## src/fcc_pkg.sv

```systemverilog
//
// Contract
// TX pause enable set: pause request input launches a pause frame.
// TX pause enable clear: pause request input is ignored.
// RX pause enable set: received pause frames inhibit the transmitter.
// RX pause enable clear: received pause frames go to the client.
// TX PFC enable set: enabled priority valid input launches a PFC frame.
// TX PFC enable clear: all priority transmit valid inputs ignored.
// RX PFC enable set: received PFC asserts enabled priority valid outputs.
// RX PFC enable clear: no action on PFC frames, forwarded to client.
// Software should not enable TX pause and TX PFC together.
// Software should not enable RX pause and RX PFC together.
// Auto-XON set: zero-quanta frame sent when enabled request drops.
// Auto-XON and priority enables read zero without PFC support.
// TX priority enables 15..8 map 7..0; both edges launch PFC.
// Cleared TX priority enable ignores that priority valid input.
// RX priority enables 7,6 gate PFC processing for priorities 7,6.
// Cleared RX priority enable holds that receive valid output at 0.
// RX enables 5..0 govern priorities 5..0 like priority 7.
// Reserved bits read zero; writes to them have no effect.
package fcc_pkg;

    // ------------------------------------------------------------
    // Register map
    // ------------------------------------------------------------
    localparam logic [7:0] FCC_ADDR_CFG = 8'h00;
    localparam logic [7:0] FCC_ADDR_STATUS = 8'h04;
    localparam int FCC_BIT_TX_PAUSE = 30;
    localparam int FCC_BIT_RX_PAUSE = 29;
    localparam int FCC_BIT_TX_PFC = 26;
    localparam int FCC_BIT_RX_PFC = 25;
    localparam int FCC_BIT_AUTO_XON = 20;
    localparam int FCC_TX_PRIO_LSB = 8;
    localparam int FCC_RX_PRIO_LSB = 0;
    localparam int FCC_NPRIO = 8;
    localparam logic [31:0] FCC_CFG_WMASK = 32'h6610FFFF;
    localparam logic [31:0] FCC_PFC_ONLY_MASK = 32'h0610FFFF;
    localparam logic [31:0] FCC_CFG_RESET = 32'h6010FFFF;

endpackage

```

## src/fcc_edge.sv

```systemverilog
`timescale 1ns/1ps
// ------------------------------------------------------------
// Per-priority request edge tracker
// ------------------------------------------------------------
module fcc_edge
    import fcc_pkg::*;
(
    input wire logic ref_clk_in, // Clock
    input wire logic srst_in, // Sync reset
    input wire logic [7:0] level_in, // Gated request levels
    output logic [7:0] rise_out, // Rising edge pulse
    output logic [7:0] fall_out // Falling edge pulse
);
    typedef struct packed {
        logic [7:0] prev;
        logic [7:0] rise;
        logic [7:0] fall;
    } fcc_edge_s;

    fcc_edge_s st;
    fcc_edge_s next_st;

    // Edge detect against previous sample
    always_comb
    begin
        next_st = st;
        next_st.prev = level_in;
        next_st.rise = level_in & ~st.prev;
        next_st.fall = ~level_in & st.prev;
    end

    // State register
    always_ff @(posedge ref_clk_in)
    begin
        if (srst_in)
            st <= '0;
        else
            st <= next_st;
    end

    assign rise_out = st.rise;
    assign fall_out = st.fall;
endmodule

```

## src/fcc_flow_ctrl.sv

```systemverilog
// The register addresses and the address-and-strobe port are this design's own decisions.
`timescale 1ns/1ps
// ------------------------------------------------------------
// Flow control configuration and gating
// ------------------------------------------------------------
module fcc_flow_ctrl
    import fcc_pkg::*;
#(
    parameter bit PFC_SUPPORT = 1'b1 // Build with priority flow control
)
(
    input wire logic ref_clk_in, // 100 MHz clock
    input wire logic srst_in, // Sync reset, high
    input wire logic [7:0] addr_in, // Register byte address
    input wire logic [31:0] wdata_in, // Write data
    input wire logic wr_in, // Write strobe
    input wire logic rd_in, // Read strobe
    output logic [31:0] rdata_out, // Read data, cycle after strobe
    input wire logic pause_req_in, // Client pause request
    input wire logic tx_prio7_hold_valid, // Client priority 7 request
    input wire logic tx_prio6_hold_valid, // Client priority 6 request
    input wire logic tx_prio5_hold_valid, // Client priority 5 request
    input wire logic tx_prio4_hold_valid, // Client priority 4 request
    input wire logic tx_prio3_hold_valid, // Client priority 3 request
    input wire logic tx_prio2_hold_valid, // Client priority 2 request
    input wire logic tx_prio1_hold_valid, // Client priority 1 request
    input wire logic tx_prio0_hold_valid, // Client priority 0 request
    input wire logic rx_pause_frame_in, // MAC saw a pause frame
    input wire logic rx_pfc_frame_in, // MAC saw a PFC frame
    input wire logic [7:0] rx_pfc_quanta_valid_in, // Priorities with valid quanta
    input wire logic [7:0] rx_pfc_clear_in, // Priorities whose pause expired
    output logic tx_pause_send_out, // Launch pause frame (pulse)
    output logic tx_pause_xon_out, // Launched frame carries zero quanta
    output logic tx_pfc_send_out, // Launch PFC frame (pulse)
    output logic [7:0] tx_pfc_xon_out, // Priorities sent with zero quanta
    output logic [7:0] tx_pfc_xoff_out, // Priorities sent with quanta
    output logic tx_inhibit_out, // Received pause inhibits transmitter
    output logic rx_fwd_to_client_out, // Pass control frame to client
    output logic rx_prio7_hold_valid, // Priority 7 paused
    output logic rx_prio6_hold_valid, // Priority 6 paused
    output logic rx_prio5_hold_valid, // Priority 5 paused
    output logic rx_prio4_hold_valid, // Priority 4 paused
    output logic rx_prio3_hold_valid, // Priority 3 paused
    output logic rx_prio2_hold_valid, // Priority 2 paused
    output logic rx_prio1_hold_valid, // Priority 1 paused
    output logic rx_prio0_hold_valid // Priority 0 paused
);
    // ------------------------------------------------------------
    // State
    // ------------------------------------------------------------
    typedef struct packed {
        logic [31:0] cfg;
        logic [31:0] rdata;
        logic pause_prev;
        logic pause_send;
        logic pause_xon;
        logic pfc_send;
        logic [7:0] pfc_xon;
        logic [7:0] pfc_xoff;
        logic inhibit;
        logic fwd;
        logic [7:0] rx_hold;
    } fcc_top_s;

    fcc_top_s st;
    fcc_top_s next_st;
    logic [7:0] tx_level;
    logic [7:0] tx_gated;
    logic [7:0] tx_rise;
    logic [7:0] tx_fall;
    logic [31:0] keep_mask;

    // Bits absent without PFC support are never stored, so read as zero
    assign keep_mask = PFC_SUPPORT ? FCC_CFG_WMASK : (FCC_CFG_WMASK & ~FCC_PFC_ONLY_MASK);

    assign tx_level = {tx_prio7_hold_valid, tx_prio6_hold_valid, tx_prio5_hold_valid,
                       tx_prio4_hold_valid, tx_prio3_hold_valid, tx_prio2_hold_valid,
                       tx_prio1_hold_valid, tx_prio0_hold_valid};

    // Disabled priorities are forced low before edge detection
    assign tx_gated = st.cfg[FCC_BIT_TX_PFC] ?
                      (tx_level & st.cfg[FCC_TX_PRIO_LSB +: FCC_NPRIO]) : 8'h00;

    fcc_edge u_edge (
        .ref_clk_in(ref_clk_in),
        .srst_in(srst_in),
        .level_in(tx_gated),
        .rise_out(tx_rise),
        .fall_out(tx_fall)
    );

    // ------------------------------------------------------------
    // Next state
    // ------------------------------------------------------------
    always_comb
    begin
        logic [7:0] rx_en;
        logic [7:0] xon_ok;
        logic pause_lvl;
        rx_en = st.cfg[FCC_RX_PRIO_LSB +: FCC_NPRIO];
        xon_ok = tx_fall & {FCC_NPRIO{st.cfg[FCC_BIT_AUTO_XON]}};
        pause_lvl = pause_req_in & st.cfg[FCC_BIT_TX_PAUSE];
        next_st = st;
        next_st.pause_prev = pause_lvl;
        next_st.rdata = 32'h00000000;

        // Register write: only defined bits are kept
        if (wr_in && addr_in == FCC_ADDR_CFG)
        begin
            next_st.cfg = wdata_in & keep_mask;
        end

        // Register read, data one cycle later; unmapped reads give zero
        if (rd_in)
        begin
            unique case (addr_in)
                FCC_ADDR_CFG: next_st.rdata = st.cfg;
                FCC_ADDR_STATUS: next_st.rdata = {22'h000000, st.fwd, st.inhibit, st.rx_hold};
                default: next_st.rdata = 32'h00000000;
            endcase
        end

        // Standard pause launch; disabled means request ignored
        // XON is sent only while pause is still enabled, so clearing the enable is silent
        next_st.pause_send = (pause_lvl & ~st.pause_prev)
                             | (~pause_lvl & st.pause_prev & st.cfg[FCC_BIT_AUTO_XON]
                                & st.cfg[FCC_BIT_TX_PAUSE]);
        next_st.pause_xon = ~pause_lvl & st.pause_prev;

        // PFC launch on either edge of an enabled priority
        next_st.pfc_xoff = tx_rise;
        next_st.pfc_xon = xon_ok;
        next_st.pfc_send = |tx_rise | |tx_fall;

        // Received pause: act on it or forward it
        next_st.inhibit = rx_pause_frame_in & st.cfg[FCC_BIT_RX_PAUSE];
        next_st.fwd = (rx_pause_frame_in & ~st.cfg[FCC_BIT_RX_PAUSE])
                      | (rx_pfc_frame_in & ~st.cfg[FCC_BIT_RX_PFC]);

        // Per-priority receive holds; set wins over expiry clear
        next_st.rx_hold = st.rx_hold & ~rx_pfc_clear_in;
        if (rx_pfc_frame_in && st.cfg[FCC_BIT_RX_PFC])
        begin
            next_st.rx_hold = next_st.rx_hold | rx_pfc_quanta_valid_in;
        end
        // A cleared enable forces the output low on the next clock
        next_st.rx_hold = next_st.rx_hold & rx_en;
        if (!st.cfg[FCC_BIT_RX_PFC])
        begin
            next_st.rx_hold = 8'h00;
        end
    end

    // ------------------------------------------------------------
    // Registers
    // ------------------------------------------------------------
    always_ff @(posedge ref_clk_in)
    begin
        if (srst_in)
        begin
            st <= '0;
            st.cfg <= PFC_SUPPORT ? FCC_CFG_RESET : (FCC_CFG_RESET & ~FCC_PFC_ONLY_MASK);
        end
        else
        begin
            st <= next_st;
        end
    end

    // Outputs straight from flops
    assign rdata_out = st.rdata;
    assign tx_pause_send_out = st.pause_send;
    assign tx_pause_xon_out = st.pause_xon;
    assign tx_pfc_send_out = st.pfc_send;
    assign tx_pfc_xon_out = st.pfc_xon;
    assign tx_pfc_xoff_out = st.pfc_xoff;
    assign tx_inhibit_out = st.inhibit;
    assign rx_fwd_to_client_out = st.fwd;
    assign rx_prio7_hold_valid = st.rx_hold[7];
    assign rx_prio6_hold_valid = st.rx_hold[6];
    assign rx_prio5_hold_valid = st.rx_hold[5];
    assign rx_prio4_hold_valid = st.rx_hold[4];
    assign rx_prio3_hold_valid = st.rx_hold[3];
    assign rx_prio2_hold_valid = st.rx_hold[2];
    assign rx_prio1_hold_valid = st.rx_hold[1];
    assign rx_prio0_hold_valid = st.rx_hold[0];
endmodule

```

## config.mk

```make
export PLATFORM = sky130hd
export DESIGN_NAME = fcc_flow_ctrl
export DESIGN_NICKNAME = d
export VERILOG_FILES = /design/src/fcc_pkg.sv /design/src/fcc_edge.sv /design/src/fcc_flow_ctrl.sv
export SDC_FILE = /design/constraint.sdc
export NUM_CORES = 1
export LEC_CHECK = 0
export ABC_AREA = 1
export BUFFER_PORTS_ARGS = -buffer_cell sky130_fd_sc_hd__buf_2
export CAP_MARGIN = 30
export CORE_MARGIN = 2
export CORE_UTILIZATION = 49
export CTS_CLUSTER_DIAMETER = 60
export DETAILED_ROUTE_END_ITERATION = 8
export PLACE_DENSITY = 0.79
export SLEW_MARGIN = 20
export SYNTH_ARGS = -nofsm -noshare
export SYNTH_HDL_FRONTEND = slang
export SYNTH_HIERARCHICAL = 1
export SYNTH_SLANG_ARGS = --single-unit
```

## constraint.sdc

```tcl
create_clock -name ref_clk_in -period 1.1 [get_ports ref_clk_in]
set_input_delay 0.11 -clock ref_clk_in [delete_from_list [all_inputs] [get_ports ref_clk_in]]
set_output_delay 0.11 -clock ref_clk_in [all_outputs]
set_load 0.01 [all_outputs]
```

---- Word level (Yosys, flattened, before mapping) ----
Cells that the tools add are included.
storage, ports and cells
  flip-flop bits (word level) ............. 107
  bits in latches ......................... 0
  memory bits (writable) .................. 0
  bits in read-only memories .............. 0
  input port bits ......................... 71
  output and inout port bits .............. 61
  word-level logic and storage cells ...... 51
  memories ................................ 0
cells by class
  add/sub/neg operators ................... 0
  $mul .................................... 0
  divide/modulo/power cells ............... 0
  magnitude comparators ................... 0
  eq/ne operators ......................... 1
  shifts and indexed selects .............. 0
  muxes and demuxes ....................... 3
  bitwise gates (word level) .............. 26
  reduce and logical (&&, ||, !) cells .... 7
operators with widths
  cell                                           number
  case mux 31 bit (2 select lines)               1
  bitwise AND 8 bit                              6
  NOT 8 bit                                      3
  2-to-1 mux 8 bit                               2
  OR reduction 8 bit                             2
  bitwise AND 1 bit                              8
  == test 8 x 3 -> 1 bit, second input constant  1
  logical NOT 8 bit                              1
  OR 8 bit                                       1
  NOT 1 bit                                      5
  OR reduction 2 bit                             2
  OR 1 bit                                       3
  logical AND 1 bit                              2

---- Logic depth before layout (Yosys ltp) ----
  word-level depth ........................ 6
  gate-level depth with buffers ........... 7
  mapped depth without buffers ............ 6

---- Hierarchy ----
The synthesis kept the hierarchy.
modules (own cells, without submodules)
  module         times used  cells an instance  area each (µm²)  sequential area each (µm²)
  fcc_flow_ctrl  1           379                2970.3           1441.4
  fcc_edge       1           82                 774.5            480.5

---- Least setup slack after synthesis ----
Ideal clock, no wire load.
  kind .................................... input -> register
  start point ............................. input addr_in[1]
  end point ............................... register st[92] (netlist name)
  library setup time ...................... 134 ps
  arrival time ............................ 913 ps
  required time ........................... 966 ps
  path slack .............................. 53 ps
  stages .................................. 7
  path buffers ............................ 1
  path through ............................ nor2_1 -> nand2_2 -> nor2_8 -> nand2_4 -> buf_6 -> nand2_1 -> nand3_1
on the way
  longest elaborated chain between the ends .. 2
RTL lines
  item                  line                  text
  start, declared       fcc_flow_ctrl.sv:14   input wire logic [7:0] addr_in,
  logical NOT 8 bit     fcc_flow_ctrl.sv:108  if (wr_in && addr_in == FCC_ADDR_CFG)
  logical AND 1 bit     fcc_flow_ctrl.sv:108
  end signal, assigned  fcc_flow_ctrl.sv:166  st <= next_st;
  end, declared         fcc_flow_ctrl.sv:65   fcc_top_s st;
Every way passes these cells.
A chain may end at the register's enable or synchronous reset.

---- Worst setup path in the final report ----
  start point ............................. register st, in the netlist rx_prio3_hold_valid
  end point ............................... output rx_prio3_hold_valid
RTL lines
  item           line                 text
  end, declared  fcc_flow_ctrl.sv:43  output logic rx_prio3_hold_valid,
No word-level cell between the ends.

==> results.md <==
* Outcome: completed
* Core area at 7330 sq um
* RSZ-0062 raised after global routing: false
* Leak at 2.21 nW
* CTS tree: built
* Vias in the first global route at 2900
* Die X at 91.4 um
* Clock tree buffer depth at 2
* Clock share of power at 0.361
* Port Buffer Count at 109
* Syn-to-layout area delta at 17.6%
* Drt initial violations at 133
* Reg2reg end: u_edge/rise_out[5]
* Detailed Place HPWL at 5700 um
* Psw at 1.49 mW
* Setup crit start kind: register
* Routed wire length at 7900 um
* CP top delay family: flip-flops
* CP Max Fanout at 3
* Setup Skew at 8.41 ps
* Pin count of the biggest net entering global routing at 20
* WP buf/inv at 1
* Synth warn at 6
* GRT Overall Usage at 0.197
* Final period utilization at 0.917
* Clk sink count at 96
* Die Ht at 91.4 um
* Cell Area, Synth at 3740 sq um
* Internal at 4.53 mW
* Critical path depth at 1
* Maximum VDD drop at 0.718 mV
* Post-CTS setup repair buffer count at 0
* First-pass GRT wire length at 13100 um
* R2R Setup Slk at 120 ps
* Fraction of layout cells with a size suffix above 1 at 0.275
* Post-route ant nets at 0
* CP Class: register to output pin
* FFs w/ async S/R, synth at 0
* Crit path DAT at 900 ps
* # nets final at 616
* Reg2reg path depth at 4
* Initial antenna violation count at 1
* Fmax at 0.991 GHz
* FF-to-FF Start: st[88]
* RD Place Congestion at 0.805
* Worst path cell trace: buf_2
* FF+latch count, synth at 96
* Hold Crit Class: input port to register
* Rows at 31
* CTS Buf Count at 9
* Most common cell in the synthesized netlist: dfxtp_1
* Starting density of the core at 0.511
* First-pass iteration count of the detailed router at 4
* Die area at 8360 sq um
* Cells after synthesis at 461
* Cell area power density at 1370 nW/um^2
* Clock latency on the worst-skew pair at 360 ps
* Post-synth top cells: 96 x dfxtp_1, 69 x nand2_1, 66 x buf_4
* Avg WL per Cell at 12.2 um
* Slowest stage delay, CP at 390 ps
* Post-layout minimum cycle time at 1010 ps
* Worst setup path endpoint: rx_prio3_hold_valid
* Top cells by area, synth: dfxtp_1 51%, buf_4 13%, nand3_1 8.4%, nand2_1 6.9%, nor2_1 6.3%
* Seq pwr share at 0.579
* Synth unique cells at 24
* Inserted Diodes at 0
* MaxCap Viol Count at 0
* Post-synth top area share at 0.513
* Final hold violations at 0
* Slowest CP cell: dfxtp_1
* Vias/cell at 4.71
* Switching share of power at 0.248
* Final max-slew violation count at 0
* Yosys top cell by area: dfxtp_1
* Clock slew at reported path FFs at 100 ps
* Htree depth at 3
* Sequential share of the synthesized area at 0.513
* Routed vias at 3059
* Crit. End Element: output pin
* DR DRC count at 0
* Power share of the combinational group at 0.059
* Post-synth EDFFs at 0
* Synth Area per Inst at 8.12 sq um
* Top FF cell, synth: dfxtp_1
* I/O pin count at 132
* Critical Path Source: rx_prio3_hold_valid
* Total gr overflow at 0
* Worst EP required at 990 ps
* Final setup viols at 0
* Final Core Density at 0.601
* Final Power at 6.03 mW
* CTS root buffer: clkbuf_8
[worst min-delay path by stage]
stage | from | end | slack, ps | cells after the start
floorplan | rx_pause_frame_in | tx_inhibit_out | 240 | 2
global placement | wdata_in[4] | st[66] | 350 | 3
finish | wdata_in[5] | st[67] | 6 | 3
CTS | wdata_in[30] | st[92] | 2 | 3
global route | rx_pfc_clear_in[2] | rx_prio2_hold_valid | 10 | 4
detailed placement | wdata_in[10] | st[72] | 350 | 3
[sequential cells by signal, summed over array words and instances, names as in the netlist]
register	flops
rx_prio7_hold_valid	1
rx_prio1_hold_valid	1
rx_prio4_hold_valid	1
rx_prio0_hold_valid	1
tx_pfc_xon_out	8
u_edge/fall_out	8
rx_fwd_to_client_out	1
rdata_out	21
rx_prio6_hold_valid	1
rx_prio2_hold_valid	1
st	22
tx_inhibit_out	1
u_edge/rise_out	8
u_edge/st	8
tx_pfc_send_out	1
tx_pfc_xoff_out	8
tx_pause_send_out	1
rx_prio5_hold_valid	1
rx_prio3_hold_valid	1
tx_pause_xon_out	1
[power by group through the flow]
stage / clock network (mW) / logic, mW / registers (mW)
after floorplan: 0 / 0.163 / 3.58
after global placement: 0 / 0.301 / 3.57
after detailed placement: 0 / 0.308 / 3.57
after CTS: 2.20 / 0.356 / 3.49
after global routing: 2.38 / 0.395 / 3.49
final: 2.18 / 0.358 / 3.49
[cell families (layout without fill, tap and decap cells)]
group,count (synthesis),count (layout),synth area share
buf+inv,125,204,0.199
simple gates,216,216,0.255
other cells,1,11,0.00100
flops,96,96,0.513
compound gates,23,23,0.0317
[metal layers]
metal	routed length, um	track usage
met1	3230	0.230
met2	3910	0.336
met3	595	0.0589
met4	169	0.0783
met5	0	0
[cells in the final DEF, fill, tap and decap left out, types with 5 or more instances in the layout]
| cell | instances |
|---|---|
| a21oi_1 | 13 |
| buf_2 | 109 |
| buf_4 | 12 |
| clkbuf_8 | 9 |
| conb_1 | 11 |
| dfxtp_1 | 96 |
| dlygate4sd3_1 | 17 |
| inv_1 | 42 |
| nand2_1 | 69 |
| nand3_1 | 63 |
| nand4_1 | 5 |
| nor2_1 | 63 |
| nor3_1 | 6 |
| o21ai_0 | 8 |
[repair_timing]
action,in CTS,in global routing
hold buffers,17,0
resized for setup,1,0
setup endpoints to repair,2,0
hold endpoints to repair,17,0
[cell type report]
type	count	area, sq um
Fill cell	651	2930
Sequential cell	96	1920
Multi-Input combinational cell	250	1110
Timing Repair Buffer	142	886
Inverter	46	174
Clock buffer	9	124
Tap cell	99	124
Clock inverter	7	62.6
[stage by stage]
step	instance area [sq um]	setup slack [ps]	setup TNS, ps	instances	hold WS (ps)
final	4410	91.0	0	649	5.87
after global placement	4050	-42.3	-441	616	351
after detailed placement	4050	-87.4	-1330	616	354
after floorplan	3780	53.4	0	471	244
after CTS	4410	96.6	0	649	2.01
after global routing	4410	51.9	0	649	13.2
Power figures use the tool's default switching activity.
